### config.mk
export PLATFORM = sky130hd
export DESIGN_NAME = cptbc_top
export DESIGN_NICKNAME = d
export VERILOG_FILES = /design/src/hdl/cptbc_pkg.sv /design/src/hdl/cptbc_top.sv
export SDC_FILE = /design/constraint.sdc
export NUM_CORES = 1
export LEC_CHECK = 0
export ABC_AREA = 1
export BUFFER_PORTS_ARGS = -buffer_cell sky130_fd_sc_hd__buf_4
export CORE_ASPECT_RATIO = 1.2
export CORE_MARGIN = 1.5
export CORE_UTILIZATION = 25
export DETAILED_ROUTE_END_ITERATION = 7
export SKIP_CTS_REPAIR_TIMING = 1
export SLEW_MARGIN = 30
export SYNTH_ARGS = -nofsm -noshare
export SYNTH_HDL_FRONTEND = slang
export SYNTH_SLANG_ARGS = --single-unit
### constraint.sdc
create_clock -name sys_clk -period 4.9 [get_ports sys_clk]
set_clock_uncertainty 0.15 [all_clocks]
set_input_delay 0 -clock sys_clk [delete_from_list [all_inputs] [get_ports sys_clk]]
set_output_delay 0 -clock sys_clk [all_outputs]
set_load 0.03 [all_outputs]
### src/hdl/cptbc_pkg.sv
// Functional notes
// - six-bit slack sets data the link may send after available drops.
// - utopia modes use only slack bits 2:0 as transfers before full.
// - utopia level 2 slack zero means five transfers.
// - utopia level 3 slack zero or one drops direct available after start of cell.
// - packet modes count four-byte groups; slack is capped at 56.
// - packet level 2 slack zero means one group.
// - packet level 3 8-bit slack zero means one group.
// - packet level 3 16/32-bit slack zero or one means two groups.
// - a packet of 4x+1 to 4x+4 bytes takes x+1 groups.
// - parity sense clear means odd parity, set means even parity.
// - polarity invert flips polled, direct and selected-port available outputs.
// - byte swap picks first byte from low lane instead of top lane.
// - header check pass enable carries the HEC byte with cell data.
// - any tx bus clock activity sets the clock-seen latch.
// - any parity mismatch on a transfer sets the parity error latch.
// - parity irq needs latch, its enable and the port group enable.
// - summary flag from enabled latches; low interrupt when summary enabled.
package cptbc_pkg;

  // register indices; byte address is four times the index
  localparam logic [11:0] CPTBC_IDX_CONTROL = 12'h030;
  localparam logic [11:0] CPTBC_IDX_STATUS  = 12'h032;
  localparam logic [11:0] CPTBC_IDX_IRQ_EN  = 12'h034;
  localparam logic [11:0] CPTBC_IDX_CONFIG  = 12'h100;
  localparam logic [11:0] CPTBC_IDX_GLOBAL  = 12'h101;

  localparam int CPTBC_REG_W = 16;

  // control register fields
  localparam int CPTBC_SLACK_LSB  = 8;
  localparam int CPTBC_SLACK_W    = 6;
  localparam int CPTBC_PAR_BIT    = 3;
  localparam int CPTBC_INV_BIT    = 2;
  localparam int CPTBC_SWAP_BIT   = 1;
  localparam int CPTBC_HEC_BIT    = 0;
  localparam logic [15:0] CPTBC_CONTROL_RST = 16'h0000;
  localparam logic [15:0] CPTBC_CONTROL_MSK = 16'h3F0F;

  // status and enable fields
  localparam int CPTBC_CLK_SEEN_BIT = 1;
  localparam int CPTBC_PAR_ERR_BIT  = 0;
  localparam logic [15:0] CPTBC_IRQ_EN_RST = 16'h0000;
  localparam logic [15:0] CPTBC_IRQ_EN_MSK = 16'h0001;

  // configuration: bus mode and width
  localparam int CPTBC_MODE_LSB  = 0;
  localparam int CPTBC_WIDTH_LSB = 2;
  localparam logic [15:0] CPTBC_CONFIG_RST = 16'h0000;
  localparam logic [15:0] CPTBC_CONFIG_MSK = 16'h000F;

  // global register: summary flag status and its enables
  localparam int CPTBC_SUM_FLAG_BIT = 0;
  localparam int CPTBC_SUM_EN_BIT   = 1;
  localparam int CPTBC_GRP_EN_BIT   = 2;
  localparam logic [15:0] CPTBC_GLOBAL_RST = 16'h0000;
  localparam logic [15:0] CPTBC_GLOBAL_MSK = 16'h0006;

  // slack defaults and limits
  localparam logic [5:0] CPTBC_U2_DEFAULT  = 6'd5;
  localparam logic [5:0] CPTBC_P_DEFAULT   = 6'd1;
  localparam logic [5:0] CPTBC_P3W_DEFAULT = 6'd2;
  localparam logic [5:0] CPTBC_SLACK_MAX   = 6'h38;
  localparam logic [5:0] CPTBC_SLACK_ONE   = 6'd1;
  localparam logic [2:0] CPTBC_GROUP_BYTES = 3'd4;

  localparam logic [1:0] CPTBC_RESP_OKAY   = 2'b00;
  localparam logic [1:0] CPTBC_RESP_SLVERR = 2'b10;

  typedef enum logic [1:0] {
    CPTBC_UTOPIA2, CPTBC_UTOPIA3, CPTBC_PACKET2, CPTBC_PACKET3
  } cptbc_mode_t;

  typedef enum logic [1:0] {
    CPTBC_W8, CPTBC_W16, CPTBC_W32, CPTBC_WRSV
  } cptbc_width_t;

  typedef struct packed {
    logic [31:0] data;
    logic        parity;
    logic        enable;
    logic        soc;
    logic        eop;
    logic [1:0]  mod;
  } cptbc_bus_t;

  typedef struct packed {
    logic [5:0] slack;
    logic       parity_sense_select;
    logic       available_polarity_invert;
    logic       byte_order_swap_enable;
    logic       header_check_pass_enable;
  } cptbc_ctrl_t;

endpackage

### src/hdl/cptbc_top.sv
// Register access over AXI4-Lite was left to the implementer.
`timescale 1ns/1ps
module cptbc_top
  import cptbc_pkg::*;
#(
  parameter int FIFO_UNITS = 64,
  parameter int CELL_XFERS = 13
) (
  // clock and reset
  input  wire logic        sys_clk,
  input  wire logic        rst_n,
  // axi4-lite slave
  input  wire logic [13:0] s_axi_awaddr,
  input  wire logic        s_axi_awvalid,
  output logic             s_axi_awready,
  input  wire logic [31:0] s_axi_wdata,
  input  wire logic [3:0]  s_axi_wstrb,
  input  wire logic        s_axi_wvalid,
  output logic             s_axi_wready,
  output logic [1:0]       s_axi_bresp,
  output logic             s_axi_bvalid,
  input  wire logic        s_axi_bready,
  input  wire logic [13:0] s_axi_araddr,
  input  wire logic        s_axi_arvalid,
  output logic             s_axi_arready,
  output logic [31:0]      s_axi_rdata,
  output logic [1:0]       s_axi_rresp,
  output logic             s_axi_rvalid,
  input  wire logic        s_axi_rready,
  // transmit bus from the link layer
  input  wire logic        tx_bus_clock,
  input  wire logic [31:0] tx_bus_data,
  input  wire logic        tx_bus_parity_line,
  input  wire logic        tx_bus_enable,
  input  wire logic        tx_bus_soc,
  input  wire logic        tx_bus_eop,
  input  wire logic [1:0]  tx_bus_mod,
  output logic             polled_port_available,
  output logic             direct_unit_available,
  output logic             selected_port_available,
  // fifo side
  input  wire logic        fifo_unit_pop,
  output logic [31:0]      tx_word,
  output logic             tx_word_valid,
  output logic             tx_word_hec,
  output logic             fifo_unit_push,
  // interrupts
  output logic             irq,
  output logic             irq_n
);

  // 8-bit used count
  if (FIFO_UNITS < CELL_XFERS || FIFO_UNITS > 255 || CELL_XFERS < 1) begin
    $error("cptbc_top: unsupported fifo or cell size");
  end

  // ----------------------------------------------------------------
  // register bus
  // ----------------------------------------------------------------
  logic [15:0] control_reg, control_next;
  logic [15:0] status_reg, status_next;
  logic [15:0] irq_en_reg, irq_en_next;
  logic [15:0] config_reg, config_next;
  logic [15:0] global_reg, global_next;
  logic [11:0] aw_idx_reg;
  logic        aw_have_reg;
  logic [15:0] w_data_reg;
  logic [1:0]  w_strb_reg;
  logic        w_have_reg;
  logic        bvalid_reg;
  logic [1:0]  bresp_reg;
  logic        rvalid_reg;
  logic [1:0]  rresp_reg;
  logic [31:0] rdata_reg;

  function automatic logic mapped(input logic [11:0] idx);
    mapped = (idx == CPTBC_IDX_CONTROL) || (idx == CPTBC_IDX_STATUS) ||
             (idx == CPTBC_IDX_IRQ_EN) || (idx == CPTBC_IDX_CONFIG) ||
             (idx == CPTBC_IDX_GLOBAL);
  endfunction

  function automatic logic [15:0] merge(input logic [15:0] old, input logic [15:0] val,
                                        input logic [1:0] strb, input logic [15:0] msk);
    logic [15:0] m;
    m = {{8{strb[1]}}, {8{strb[0]}}};
    merge = ((old & ~m) | (val & m)) & msk;
  endfunction

  wire        aw_take  = s_axi_awvalid && !aw_have_reg;
  wire        w_take   = s_axi_wvalid && !w_have_reg;
  wire        wr_fire  = aw_have_reg && w_have_reg && !bvalid_reg;
  wire        ar_take  = s_axi_arvalid && !rvalid_reg;
  wire [11:0] ar_idx   = s_axi_araddr[13:2];
  wire        wr_ctl   = wr_fire && aw_idx_reg == CPTBC_IDX_CONTROL;
  wire        wr_sts   = wr_fire && aw_idx_reg == CPTBC_IDX_STATUS;
  wire        wr_ien   = wr_fire && aw_idx_reg == CPTBC_IDX_IRQ_EN;
  wire        wr_cfg   = wr_fire && aw_idx_reg == CPTBC_IDX_CONFIG;
  wire        wr_glb   = wr_fire && aw_idx_reg == CPTBC_IDX_GLOBAL;
  wire [15:0] w1c_mask = wr_sts ? (w_data_reg & {{8{w_strb_reg[1]}}, {8{w_strb_reg[0]}}})
                                : 16'h0000;

  assign s_axi_awready = !aw_have_reg;
  assign s_axi_wready  = !w_have_reg;
  assign s_axi_bvalid  = bvalid_reg;
  assign s_axi_bresp   = bresp_reg;
  assign s_axi_arready = !rvalid_reg;
  assign s_axi_rvalid  = rvalid_reg;
  assign s_axi_rresp   = rresp_reg;
  assign s_axi_rdata   = rdata_reg;

  wire [15:0] rd_word =
    (ar_idx == CPTBC_IDX_CONTROL) ? control_reg :
    (ar_idx == CPTBC_IDX_STATUS)  ? status_reg  :
    (ar_idx == CPTBC_IDX_IRQ_EN)  ? irq_en_reg  :
    (ar_idx == CPTBC_IDX_CONFIG)  ? config_reg  :
    (ar_idx == CPTBC_IDX_GLOBAL)  ? global_reg  : 16'h0000;

  always_ff @(posedge sys_clk) begin
    if (!rst_n) begin
      aw_have_reg <= 1'b0;
      w_have_reg  <= 1'b0;
      aw_idx_reg  <= 12'h000;
      w_data_reg  <= 16'h0000;
      w_strb_reg  <= 2'b00;
      bvalid_reg  <= 1'b0;
      bresp_reg   <= CPTBC_RESP_OKAY;
    end else begin
      if (aw_take) begin
        aw_have_reg <= 1'b1;
        aw_idx_reg  <= s_axi_awaddr[13:2];
      end
      if (w_take) begin
        w_have_reg <= 1'b1;
        w_data_reg <= s_axi_wdata[15:0];
        w_strb_reg <= s_axi_wstrb[1:0];
      end
      if (wr_fire) begin
        aw_have_reg <= 1'b0;
        w_have_reg  <= 1'b0;
        bvalid_reg  <= 1'b1;
        bresp_reg   <= mapped(aw_idx_reg) ? CPTBC_RESP_OKAY : CPTBC_RESP_SLVERR;
      end else if (s_axi_bready) begin
        bvalid_reg <= 1'b0;
      end
    end
  end

  always_ff @(posedge sys_clk) begin
    if (!rst_n) begin
      rvalid_reg <= 1'b0;
      rresp_reg  <= CPTBC_RESP_OKAY;
      rdata_reg  <= 32'h0000_0000;
    end else if (ar_take) begin
      rvalid_reg <= 1'b1;
      rresp_reg  <= mapped(ar_idx) ? CPTBC_RESP_OKAY : CPTBC_RESP_SLVERR;
      rdata_reg  <= {16'h0000, rd_word};
    end else if (s_axi_rready) begin
      rvalid_reg <= 1'b0;
    end
  end

  // ----------------------------------------------------------------
  // configuration decode
  // ----------------------------------------------------------------
  cptbc_ctrl_t  ctrl;
  cptbc_mode_t  mode;
  cptbc_width_t width;
  assign ctrl.slack = control_reg[CPTBC_SLACK_LSB +: CPTBC_SLACK_W];
  assign ctrl.parity_sense_select       = control_reg[CPTBC_PAR_BIT];
  assign ctrl.available_polarity_invert = control_reg[CPTBC_INV_BIT];
  assign ctrl.byte_order_swap_enable    = control_reg[CPTBC_SWAP_BIT];
  assign ctrl.header_check_pass_enable  = control_reg[CPTBC_HEC_BIT];
  assign mode  = cptbc_mode_t'(config_reg[CPTBC_MODE_LSB +: 2]);
  assign width = cptbc_width_t'(config_reg[CPTBC_WIDTH_LSB +: 2]);

  wire is_utopia = (mode == CPTBC_UTOPIA2) || (mode == CPTBC_UTOPIA3);

  // effective slack in transfers (utopia) or four-byte groups (packet)
  function automatic logic [5:0] eff_slack(input cptbc_mode_t m, input cptbc_width_t w,
                                           input logic [5:0] raw);
    logic [5:0] low;
    low = {3'b000, raw[2:0]};
    eff_slack = raw;
    unique case (m)
      CPTBC_UTOPIA2: eff_slack = (low == 6'd0) ? CPTBC_U2_DEFAULT : low;
      CPTBC_UTOPIA3: eff_slack = low;
      CPTBC_PACKET2: eff_slack = (raw == 6'd0) ? CPTBC_P_DEFAULT : raw;
      CPTBC_PACKET3: begin
        if (w == CPTBC_W8)
          eff_slack = (raw == 6'd0) ? CPTBC_P_DEFAULT : raw;
        else
          eff_slack = (raw <= CPTBC_SLACK_ONE) ? CPTBC_P3W_DEFAULT : raw;
      end
    endcase
    if (m == CPTBC_PACKET2 || m == CPTBC_PACKET3)
      if (eff_slack > CPTBC_SLACK_MAX) eff_slack = CPTBC_SLACK_MAX;
  endfunction

  wire [5:0] slack_eff = eff_slack(mode, width, ctrl.slack);
  wire       u3_default = (mode == CPTBC_UTOPIA3) && (ctrl.slack[2:0] <= 3'd1);

  // ----------------------------------------------------------------
  // link input synchronisers
  // ----------------------------------------------------------------
  // the link launches on its rising edge; sampling at the falling edge
  // lands in the middle of the data window after the same two-flop delay
  cptbc_bus_t bus_in, bus_s1, bus_s2;
  logic       clk_s1, clk_s2, clk_s3;
  assign bus_in = '{data: tx_bus_data, parity: tx_bus_parity_line,
                    enable: tx_bus_enable, soc: tx_bus_soc,
                    eop: tx_bus_eop, mod: tx_bus_mod};

  always_ff @(posedge sys_clk) begin
    if (!rst_n) begin
      bus_s1 <= '0;
      bus_s2 <= '0;
      clk_s1 <= 1'b0;
      clk_s2 <= 1'b0;
      clk_s3 <= 1'b0;
    end else begin
      bus_s1 <= bus_in;
      bus_s2 <= bus_s1;
      clk_s1 <= tx_bus_clock;
      clk_s2 <= clk_s1;
      clk_s3 <= clk_s2;
    end
  end

  wire clk_edge = clk_s2 ^ clk_s3;
  wire sample   = clk_s3 && !clk_s2;
  wire xfer     = sample && bus_s2.enable;

  // ----------------------------------------------------------------
  // parity and byte order
  // ----------------------------------------------------------------
  wire [31:0] wmask = (width == CPTBC_W8)  ? 32'h0000_00FF :
                      (width == CPTBC_W16) ? 32'h0000_FFFF : 32'hFFFF_FFFF;
  wire        odd_par  = ~^(bus_s2.data & wmask);
  wire        exp_par  = ctrl.parity_sense_select ? ~odd_par : odd_par;
  wire        par_err  = xfer && (exp_par != bus_s2.parity);

  function automatic logic [31:0] swap_bytes(input logic [31:0] d, input cptbc_width_t w);
    unique case (w)
      CPTBC_W16: swap_bytes = {16'h0000, d[7:0], d[15:8]};
      CPTBC_W32: swap_bytes = {d[7:0], d[15:8], d[23:16], d[31:24]};
      default:   swap_bytes = d;
    endcase
  endfunction

  // output word keeps the first byte in the top lane of its width
  wire [31:0] word_ordered = ctrl.byte_order_swap_enable ?
                             swap_bytes(bus_s2.data & wmask, width) :
                             (bus_s2.data & wmask);

  // ----------------------------------------------------------------
  // fifo space accounting
  // ----------------------------------------------------------------
  logic [7:0] used_reg, used_next;
  logic [2:0] fill_reg, fill_next;
  logic       push;
  logic       drop_reg;

  wire [2:0] width_bytes = (width == CPTBC_W8)  ? 3'd1 :
                           (width == CPTBC_W16) ? 3'd2 : 3'd4;
  wire [2:0] last_bytes  = (bus_s2.mod == 2'b00) ? width_bytes : {1'b0, bus_s2.mod};
  wire [2:0] xfer_bytes  = bus_s2.eop ? last_bytes : width_bytes;
  wire [3:0] fill_sum    = {1'b0, fill_reg} + {1'b0, xfer_bytes};

  always_comb begin
    push      = 1'b0;
    fill_next = fill_reg;
    if (xfer) begin
      if (is_utopia) begin
        push = 1'b1;
      end else if (bus_s2.eop || fill_sum >= {1'b0, CPTBC_GROUP_BYTES}) begin
        push      = 1'b1;
        fill_next = bus_s2.eop ? 3'd0 : 3'(fill_sum - {1'b0, CPTBC_GROUP_BYTES});
      end else begin
        fill_next = fill_sum[2:0];
      end
    end
    used_next = used_reg;
    if (push && !fifo_unit_pop)
      used_next = used_reg + 8'd1;
    else if (!push && fifo_unit_pop && used_reg != 8'd0)
      used_next = used_reg - 8'd1;
  end

  wire [7:0] free_units = 8'(FIFO_UNITS) - used_reg;
  wire       space_ok   = free_units > {2'b00, slack_eff};
  wire       cell_room  = free_units >= 8'(CELL_XFERS);
  wire       avail_poll = space_ok;
  wire       avail_dir  = u3_default ? (cell_room && !drop_reg) : space_ok;

  always_ff @(posedge sys_clk) begin
    if (!rst_n) begin
      used_reg <= 8'd0;
      fill_reg <= 3'd0;
      drop_reg <= 1'b0;
    end else begin
      used_reg <= used_next;
      fill_reg <= fill_next;
      if (xfer && bus_s2.soc)
        drop_reg <= 1'b1;
      else if (!u3_default || (drop_reg && bus_s2.eop && xfer))
        drop_reg <= 1'b0;
    end
  end

  always_ff @(posedge sys_clk) begin
    if (!rst_n) begin
      polled_port_available   <= 1'b0;
      direct_unit_available   <= 1'b0;
      selected_port_available <= 1'b0;
      tx_word                 <= 32'h0000_0000;
      tx_word_valid           <= 1'b0;
      tx_word_hec             <= 1'b0;
      fifo_unit_push          <= 1'b0;
    end else begin
      polled_port_available   <= avail_poll ^ ctrl.available_polarity_invert;
      direct_unit_available   <= avail_dir ^ ctrl.available_polarity_invert;
      selected_port_available <= avail_dir ^ ctrl.available_polarity_invert;
      tx_word                 <= xfer ? word_ordered : tx_word;
      tx_word_valid           <= xfer;
      tx_word_hec             <= is_utopia && ctrl.header_check_pass_enable;
      fifo_unit_push          <= push;
    end
  end

  // ----------------------------------------------------------------
  // registers, latches and interrupt
  // ----------------------------------------------------------------
  wire [15:0] events = ({15'h0000, clk_edge} << CPTBC_CLK_SEEN_BIT) |
                       ({15'h0000, par_err} << CPTBC_PAR_ERR_BIT);
  wire summary = |(status_reg & irq_en_reg) && global_reg[CPTBC_GRP_EN_BIT];
  wire irq_out = summary && global_reg[CPTBC_SUM_EN_BIT];

  always_comb begin
    control_next = wr_ctl ? merge(control_reg, w_data_reg, w_strb_reg, CPTBC_CONTROL_MSK)
                          : control_reg;
    irq_en_next  = wr_ien ? merge(irq_en_reg, w_data_reg, w_strb_reg, CPTBC_IRQ_EN_MSK)
                          : irq_en_reg;
    config_next  = wr_cfg ? merge(config_reg, w_data_reg, w_strb_reg, CPTBC_CONFIG_MSK)
                          : config_reg;
    global_next  = wr_glb ? merge(global_reg, w_data_reg, w_strb_reg, CPTBC_GLOBAL_MSK)
                          : global_reg;
    global_next[CPTBC_SUM_FLAG_BIT] = summary;
    status_next  = (status_reg & ~w1c_mask) | events;
  end

  always_ff @(posedge sys_clk) begin
    if (!rst_n) begin
      control_reg <= CPTBC_CONTROL_RST;
      status_reg  <= 16'h0000;
      irq_en_reg  <= CPTBC_IRQ_EN_RST;
      config_reg  <= CPTBC_CONFIG_RST;
      global_reg  <= CPTBC_GLOBAL_RST;
      irq         <= 1'b0;
      irq_n       <= 1'b1;
    end else begin
      control_reg <= control_next;
      status_reg  <= status_next;
      irq_en_reg  <= irq_en_next;
      config_reg  <= config_next;
      global_reg  <= global_next;
      irq         <= irq_out;
      irq_n       <= !irq_out;
    end
  end

endmodule

==> reports/qor.txt, run 1 <==
status -> complete, but fails checks
failing checks -> hold timing
Chip Height -> 219.8 um
crit path capture type -> flip-flop
post-synthesis cell area -> 9791 um^2
DRC violations left -> 0
RSZ-0062 raised after global routing -> false
pre-CTS WS -> 856.1 ps
initial core utilization -> 0.2533
routed len/inst -> 12.75 um
IO buf count -> 151
endpoints failing hold -> 6
Vias -> 9,399
fmax -> 244.9 MHz
crit path max fanout -> 12
CTS Sinks -> 216
CP required -> 5150 ps
Tot Pwr -> 4425 uW
Worst Hold Class -> input port to flip-flop
Num CTS Buffers -> 25
Setup CP Type -> flip-flop to flip-flop
ys flop type -> dfxtp_1
I/O pin total -> 192
synthesis-stage register bit count -> 216
initial antenna violation count -> 0
accumulated negative setup slack -> 0 ps
Area growth syn-to-layout -> 34.45%
WL final -> 27.46 mm
HPWL Detailed -> 19.62 mm
area share of the largest cell type after synthesis -> 0.4417
EDFF count, synth -> 0
Cell Area, Placed -> 11,320 um^2
CP delay by family, top -> simple AND/OR/NAND/NOR gates
Gate Count Post-Synth -> 1,379
VDD IR max -> 237.4 uV
Yosys top cell by area -> dfxtp_1
Vias/cell -> 4.366
nets@finish -> 1,747
Seq/Total Area, Yosys -> 0.4417
static leakage -> 0.006375 uW
Unique masters post-synth -> 44
commonest non-fill, non-tap cell in the layout -> nand2_1
ranking of synthesized cells by area -> dfxtp_1, nand2_1, inv_1
largest net degree at the start of global routing -> 83
first-pass GRT wire length -> 41.30 mm
Max Cap Viol -> 0
Final Max Slew Viols -> 0
num rows -> 79
CTS tree -> yes
CP max stage cell -> ha_1
final instance area -> 13,160 um^2
initial DRC count -> 600
Final min period -> 4084 ps
cells along the critical path -> inv_1 > ha_1 > buf_4 > inv_1 > nand2_1 > nor2_1 > ha_1 > nor2_1 > nor2_1 > nand2_1 > nor2_1 > nand2_1 > nand3_1 > ha_1 > nand3_1 > nand2_1 > nand4_1 > o211ai_1 > nand2_1 > nand2_1 > nor2_1 > o21ai_0 > nor2_1
Total GRT Usage -> 0.1272
Antenna Nets Post-Route -> 0
die width -> 183.7 um
hold slack -> -51.95 ps
CTS max path bufs -> 3
fin crit share -> 0.8335
H-tree levels -> 1
Worst Slack Setup Final -> 816.0 ps
Final Setup Violations -> 0
CP Buf/Inv Count -> 3
share of cells above drive strength 1 -> 0.1328
most frequent cells in the layout -> nand2_1, inv_1, dfxtp_1
Relative slew margins -> 0.4758
Largest regs -> bus_s1 x38, bus_s2 x38, tx_word x32
gr ovfl total -> 0
CTS clock-pin slew for the worst setup and hold paths -> 60 ps
Largest stage delay, worst path -> 510 ps
vias in the first global route -> 8,092
asr flop ratio synth -> 0
Core ar. -> 38,650 um^2
CTS root buffer -> clkbuf_16
YS warnings -> 0
WP data arrival -> 4340 ps
die area -> 40,360 um^2
mean post-synth cell area -> 7.100 um^2
worst slew pin tran -> 783.5 ps
crit start category -> flip-flop
Pwr per Cell Area -> 336.1 nW/um^2
Placer Congestion -> 0.8345
1st-pass router iterations -> 5
Clock Latency Late Sink -> 510 ps
n_diodes -> 0
worst reg-to-reg setup slack -> 820 ps
[worst min-delay path, stage by stage]
cell,delay (ps)
buf_4,90
nor3_1,50
nand2_1,70
nor3_1,80
nand2_1,70
nand3_1,80
nand2_1,60
a21oi_1,50
[path summary, 6_finish.rpt]
check	startpoint	endpoint	cells after the start
worst max-delay path	flip-flop	used_reg[7]	23
worst min-delay path	s_axi_araddr[5]	s_axi_rdata[0]	8
worst max register to register	flip-flop	used_reg[7]	23
worst min register to register	bus_s1[29]	bus_s2[29]	2
[cells by family (layout without fill, tap and decap cells)]
family,Yosys count,count (layout),share of synthesized area
compound gates,234,234,0.1407
xor+xnor,12,12,0.01073
fa+ha+maj,24,24,0.03220
buf+inv,313,544,0.1305
flops,216,216,0.4417
other cells,1,18,0.0003830
simple gates,579,579,0.2438
[synthesized netlist by cell type, types with 7 or more instances]
cell and n:
o221ai_1 17, buf_2 10, a31oi_1 9, a21oi_1 76, dfxtp_1 216, o211ai_1 7
nand2_1 330, o21ai_0 85, nor2_1 129, nor3_1 21, xor2_1 8, a211oi_1 12
inv_1 231, buf_4 20, ha_1 22, nand3_1 73, clkbuf_1 42
[power breakdown]
| part | switching, uW | internal, uW |
|---|---|---|
| clock | 723 | 1050 |
| combinational | 421 | 321 |
| sequential | 70.3 | 1840 |
[metrics by stage]
stage,util,cells
2_1_floorplan,-,1396
3_3_place_gp,0.2930,2006
3_5_place_dp,0.2930,2006
4_1_cts,0.3134,2048
5_1_grt,0.3406,2153
6_report,0.3406,2153
[metal layers]
layer | global-route usage | wire, um | up-vias
met3 | 0.01967 | 1352 | 43
met1 | 0.1541 | 11570 | 4303
li1 | - | - | 4805
met4 | 0.03415 | 631 | 0
met5 | 0 | 0 | -
met2 | 0.2319 | 13900 | 248
[final cells by class]
cell class,count,area (um^2)
multi-input cells,867,4255
fillers,4082,25480
clock inverters,10,96.34
flip-flops and latches,216,4324
clock buffers,32,691.9
inverters,238,893.4
repair buffers,264,2245
well taps,526,658.1
Note: power is estimated with default switching activity, not from simulation.
==> run 2, diff against run 1 <==
==> constraint.sdc (replaced) <==
create_clock -name sys_clk -period 3.7 [get_ports sys_clk]
set_clock_uncertainty 0.15 [all_clocks]
set_input_delay 0 -clock sys_clk [delete_from_list [all_inputs] [get_ports sys_clk]]
set_output_delay 0 -clock sys_clk [all_outputs]
set_load 0.03 [all_outputs]
==> run 2 against run 1 <==
Net effect: the run still ends with hold timing left; register-to-register slack got worse by 510 ps; critical path type unchanged; utilization rose by 0.34 points; largest power group unchanged; flip-flop and latch count did not move; final cell count rose by 0.23%; critical endpoint unchanged; critical path depth rose by 1; global-route usage rose by 0.16 points; routed wire length rose by 0.90%.
==> reports/qor.txt, run 2 (same netlist as run 1, synthesis figures left out) <==
status -> complete, but fails checks
failing checks -> hold timing
WP data arrival -> 3640 ps (-700 ps)
fin crit share -> 0.9165 (+0.08303)
crit start category -> flip-flop
IO buf count -> 151 (unchanged)
static leakage -> 0.006414 uW (+0.61%)
crit path max fanout -> 6 (-6)
CP max stage cell -> fa_1
Relative slew margins -> 0.3985 (-0.07727)
Max Cap Viol -> 0 (unchanged)
gr ovfl total -> 0 (unchanged)
Placer Congestion -> 0.8261 (-1.0%)
RSZ-0062 raised after global routing -> false
CTS clock-pin slew for the worst setup and hold paths -> 60 ps (about the same)
worst slew pin tran -> 899.0 ps (+115.5 ps)
routed len/inst -> 12.84 um (+0.67%)
CTS tree -> yes
Area growth syn-to-layout -> 35.80%
initial antenna violation count -> 0 (unchanged)
hold depth -> 8 (unchanged)
Final Max Slew Viols -> 0 (unchanged)
nets@finish -> 1,750 (+0.17%)
die width -> 183.7 um (unchanged)
Vias/cell -> 4.354 (-0.26%)
fmax -> 294.9 MHz (+20%)
H-tree levels -> 1 (unchanged)
largest net degree at the start of global routing -> 88 (+6.0%)
CP Buf/Inv Count -> 4 (+1)
Final min period -> 3391 ps (-692.9 ps)
accumulated negative setup slack -> 0 ps (unchanged)
hold path endpoint -> s_axi_rdata[0]
R2R depth -> 24 (+4.3%)
initial core utilization -> 0.2533 (unchanged)
final cell count without fillers -> 2,158 (+0.23%)
hold slack -> -32.80 ps (+19.15 ps)
Most common cell on crit path -> nand2_1
Total GRT Usage -> 0.1288 (+0.001572)
die area -> 40,360 um^2 (unchanged)
Pwr per Cell Area -> 454.9 nW/um^2 (+35%)
Vias -> 9,396 (-0.032%)
Largest regs -> bus_s1 x38, bus_s2 x38, tx_word x32
VDD IR max -> 326.9 uV (+38%)
min-delay src -> s_axi_araddr[4]
Chip Height -> 219.8 um (unchanged)
CP required -> 3950 ps (-1200 ps)
WL final -> 27.70 mm (+0.90%)
initial DRC count -> 607 (+1.2%)
Antenna Nets Post-Route -> 0 (unchanged)
worst reg-to-reg setup slack -> 310 ps (-510 ps)
Clock Latency Late Sink -> 510 ps (about the same)
commonest non-fill, non-tap cell in the layout -> nand2_1
CTS root buffer -> clkbuf_16
dpl cells -> 2,011 (+0.25%)
Cell Area, Placed -> 11,360 um^2 (+0.31%)
Setup CP Type -> flip-flop to flip-flop
share of cells above drive strength 1 -> 0.1428 (+0.01001)
CP delay by family, top -> simple AND/OR/NAND/NOR gates
Layout Utilization -> 0.3440 (+0.003399)
reg2reg end -> used_reg[7]
HPWL Detailed -> 19.70 mm (+0.44%)
num rows -> 79 (unchanged)
cells along the critical path -> inv_2 > ha_4 > nand2_1 > nand2_1 > ha_1 > inv_1 > fa_1 > nor2_1 > nor2_1 > nand2_1 > nor2_1 > nand2_2 > nand3_4 > clkbuf_4 > ha_4 > nand2_1 > inv_1 > nand4_1 > o211ai_1 > nand2_1 > nand2_1 > nor2_1 > o21ai_0 > nor2_1
n_diodes -> 0 (unchanged)
vias in the first global route -> 8,350 (+3.2%)
# fillers -> 4,103 (+0.51%)
DRC violations left -> 0 (unchanged)
Worst Hold Class -> input port to flip-flop
CTS max path bufs -> 3 (unchanged)
Final Setup Violations -> 0 (unchanged)
crit path capture type -> flip-flop
first-pass GRT wire length -> 42.20 mm (+2.2%)
final instance area -> 13,300 um^2 (+1.0%)
Core ar. -> 38,650 um^2 (unchanged)
CTS Sinks -> 216 (unchanged)
most frequent cells in the layout -> nand2_1, inv_1, dfxtp_1
1st-pass router iterations -> 5 (unchanged)
endpoints failing hold -> 1 (-5)
Num CTS Buffers -> 25 (unchanged)
I/O pin total -> 192 (unchanged)
Largest stage delay, worst path -> 380 ps (-130 ps)
[run 2: tightest hold or removal path: stages]
cell     delay, ps
buf_4           90
nor3_1          50
nand2_1         80
nor3_1          90
nand2_1         70
nand3_1         80
nand2_1         60
a21oi_1         50
[run 2: final cells by class]
type | instances | area (um^2) | share of cell area
sequential | 216 | 4324 | 0.3252
multi-input combinational | 867 | 4323 | 0.3251
timing repair buffer | 267 | 2257 | 0.1698
inverter | 238 | 893.4 | 0.06719
clock buffer | 34 | 699.4 | 0.05261
tap | 526 | 658.1 | 0.04950
clock inverter | 10 | 140.1 | 0.01054
[run 2: worst max-delay path by stage]
stage / from / endpoint / slack (ps) / cells past startpoint
2_1_floorplan: flip-flop / used_reg[7] / 160 / 23
3_3_place_gp: flip-flop / used_reg[7] / 90 / 23
3_5_place_dp: flip-flop / used_reg[7] / -20 / 22
4_1_cts: flip-flop / used_reg[7] / -50 / 23
5_1_grt: flip-flop / used_reg[7] / 20 / 24
6_report: flip-flop / used_reg[7] / 310 / 24
[run 2: routing by layer]
layer / GRT usage / part of all wire / vias up
li1: - / - / 4813
met1: 0.1563 / 0.43 / 4268
met2: 0.2359 / 0.50 / 269
met3: 0.01901 / 0.049 / 46
met4: 0.03279 / 0.024 / 0
met5: 0 / 0 / -
[run 2: where the power goes]
group / total [uW] / internal [uW] / leakage, uW / switching [uW]
clock: 2500 / 1530 / 0.000402 / 972
combinational: 1000 / 441 / 0.00424 / 561
sequential: 2540 / 2440 / 0.00177 / 101
[run 2: metrics by stage]
step / total power [uW] / setup slack, ps
floorplan: 3224 / 155.3
global placement: 3436 / 94.44
detailed placement: 3465 / -24.41
CTS: 5990 / -45.71
global route: 6360 / 16.19
finish: 6047 / 309.0
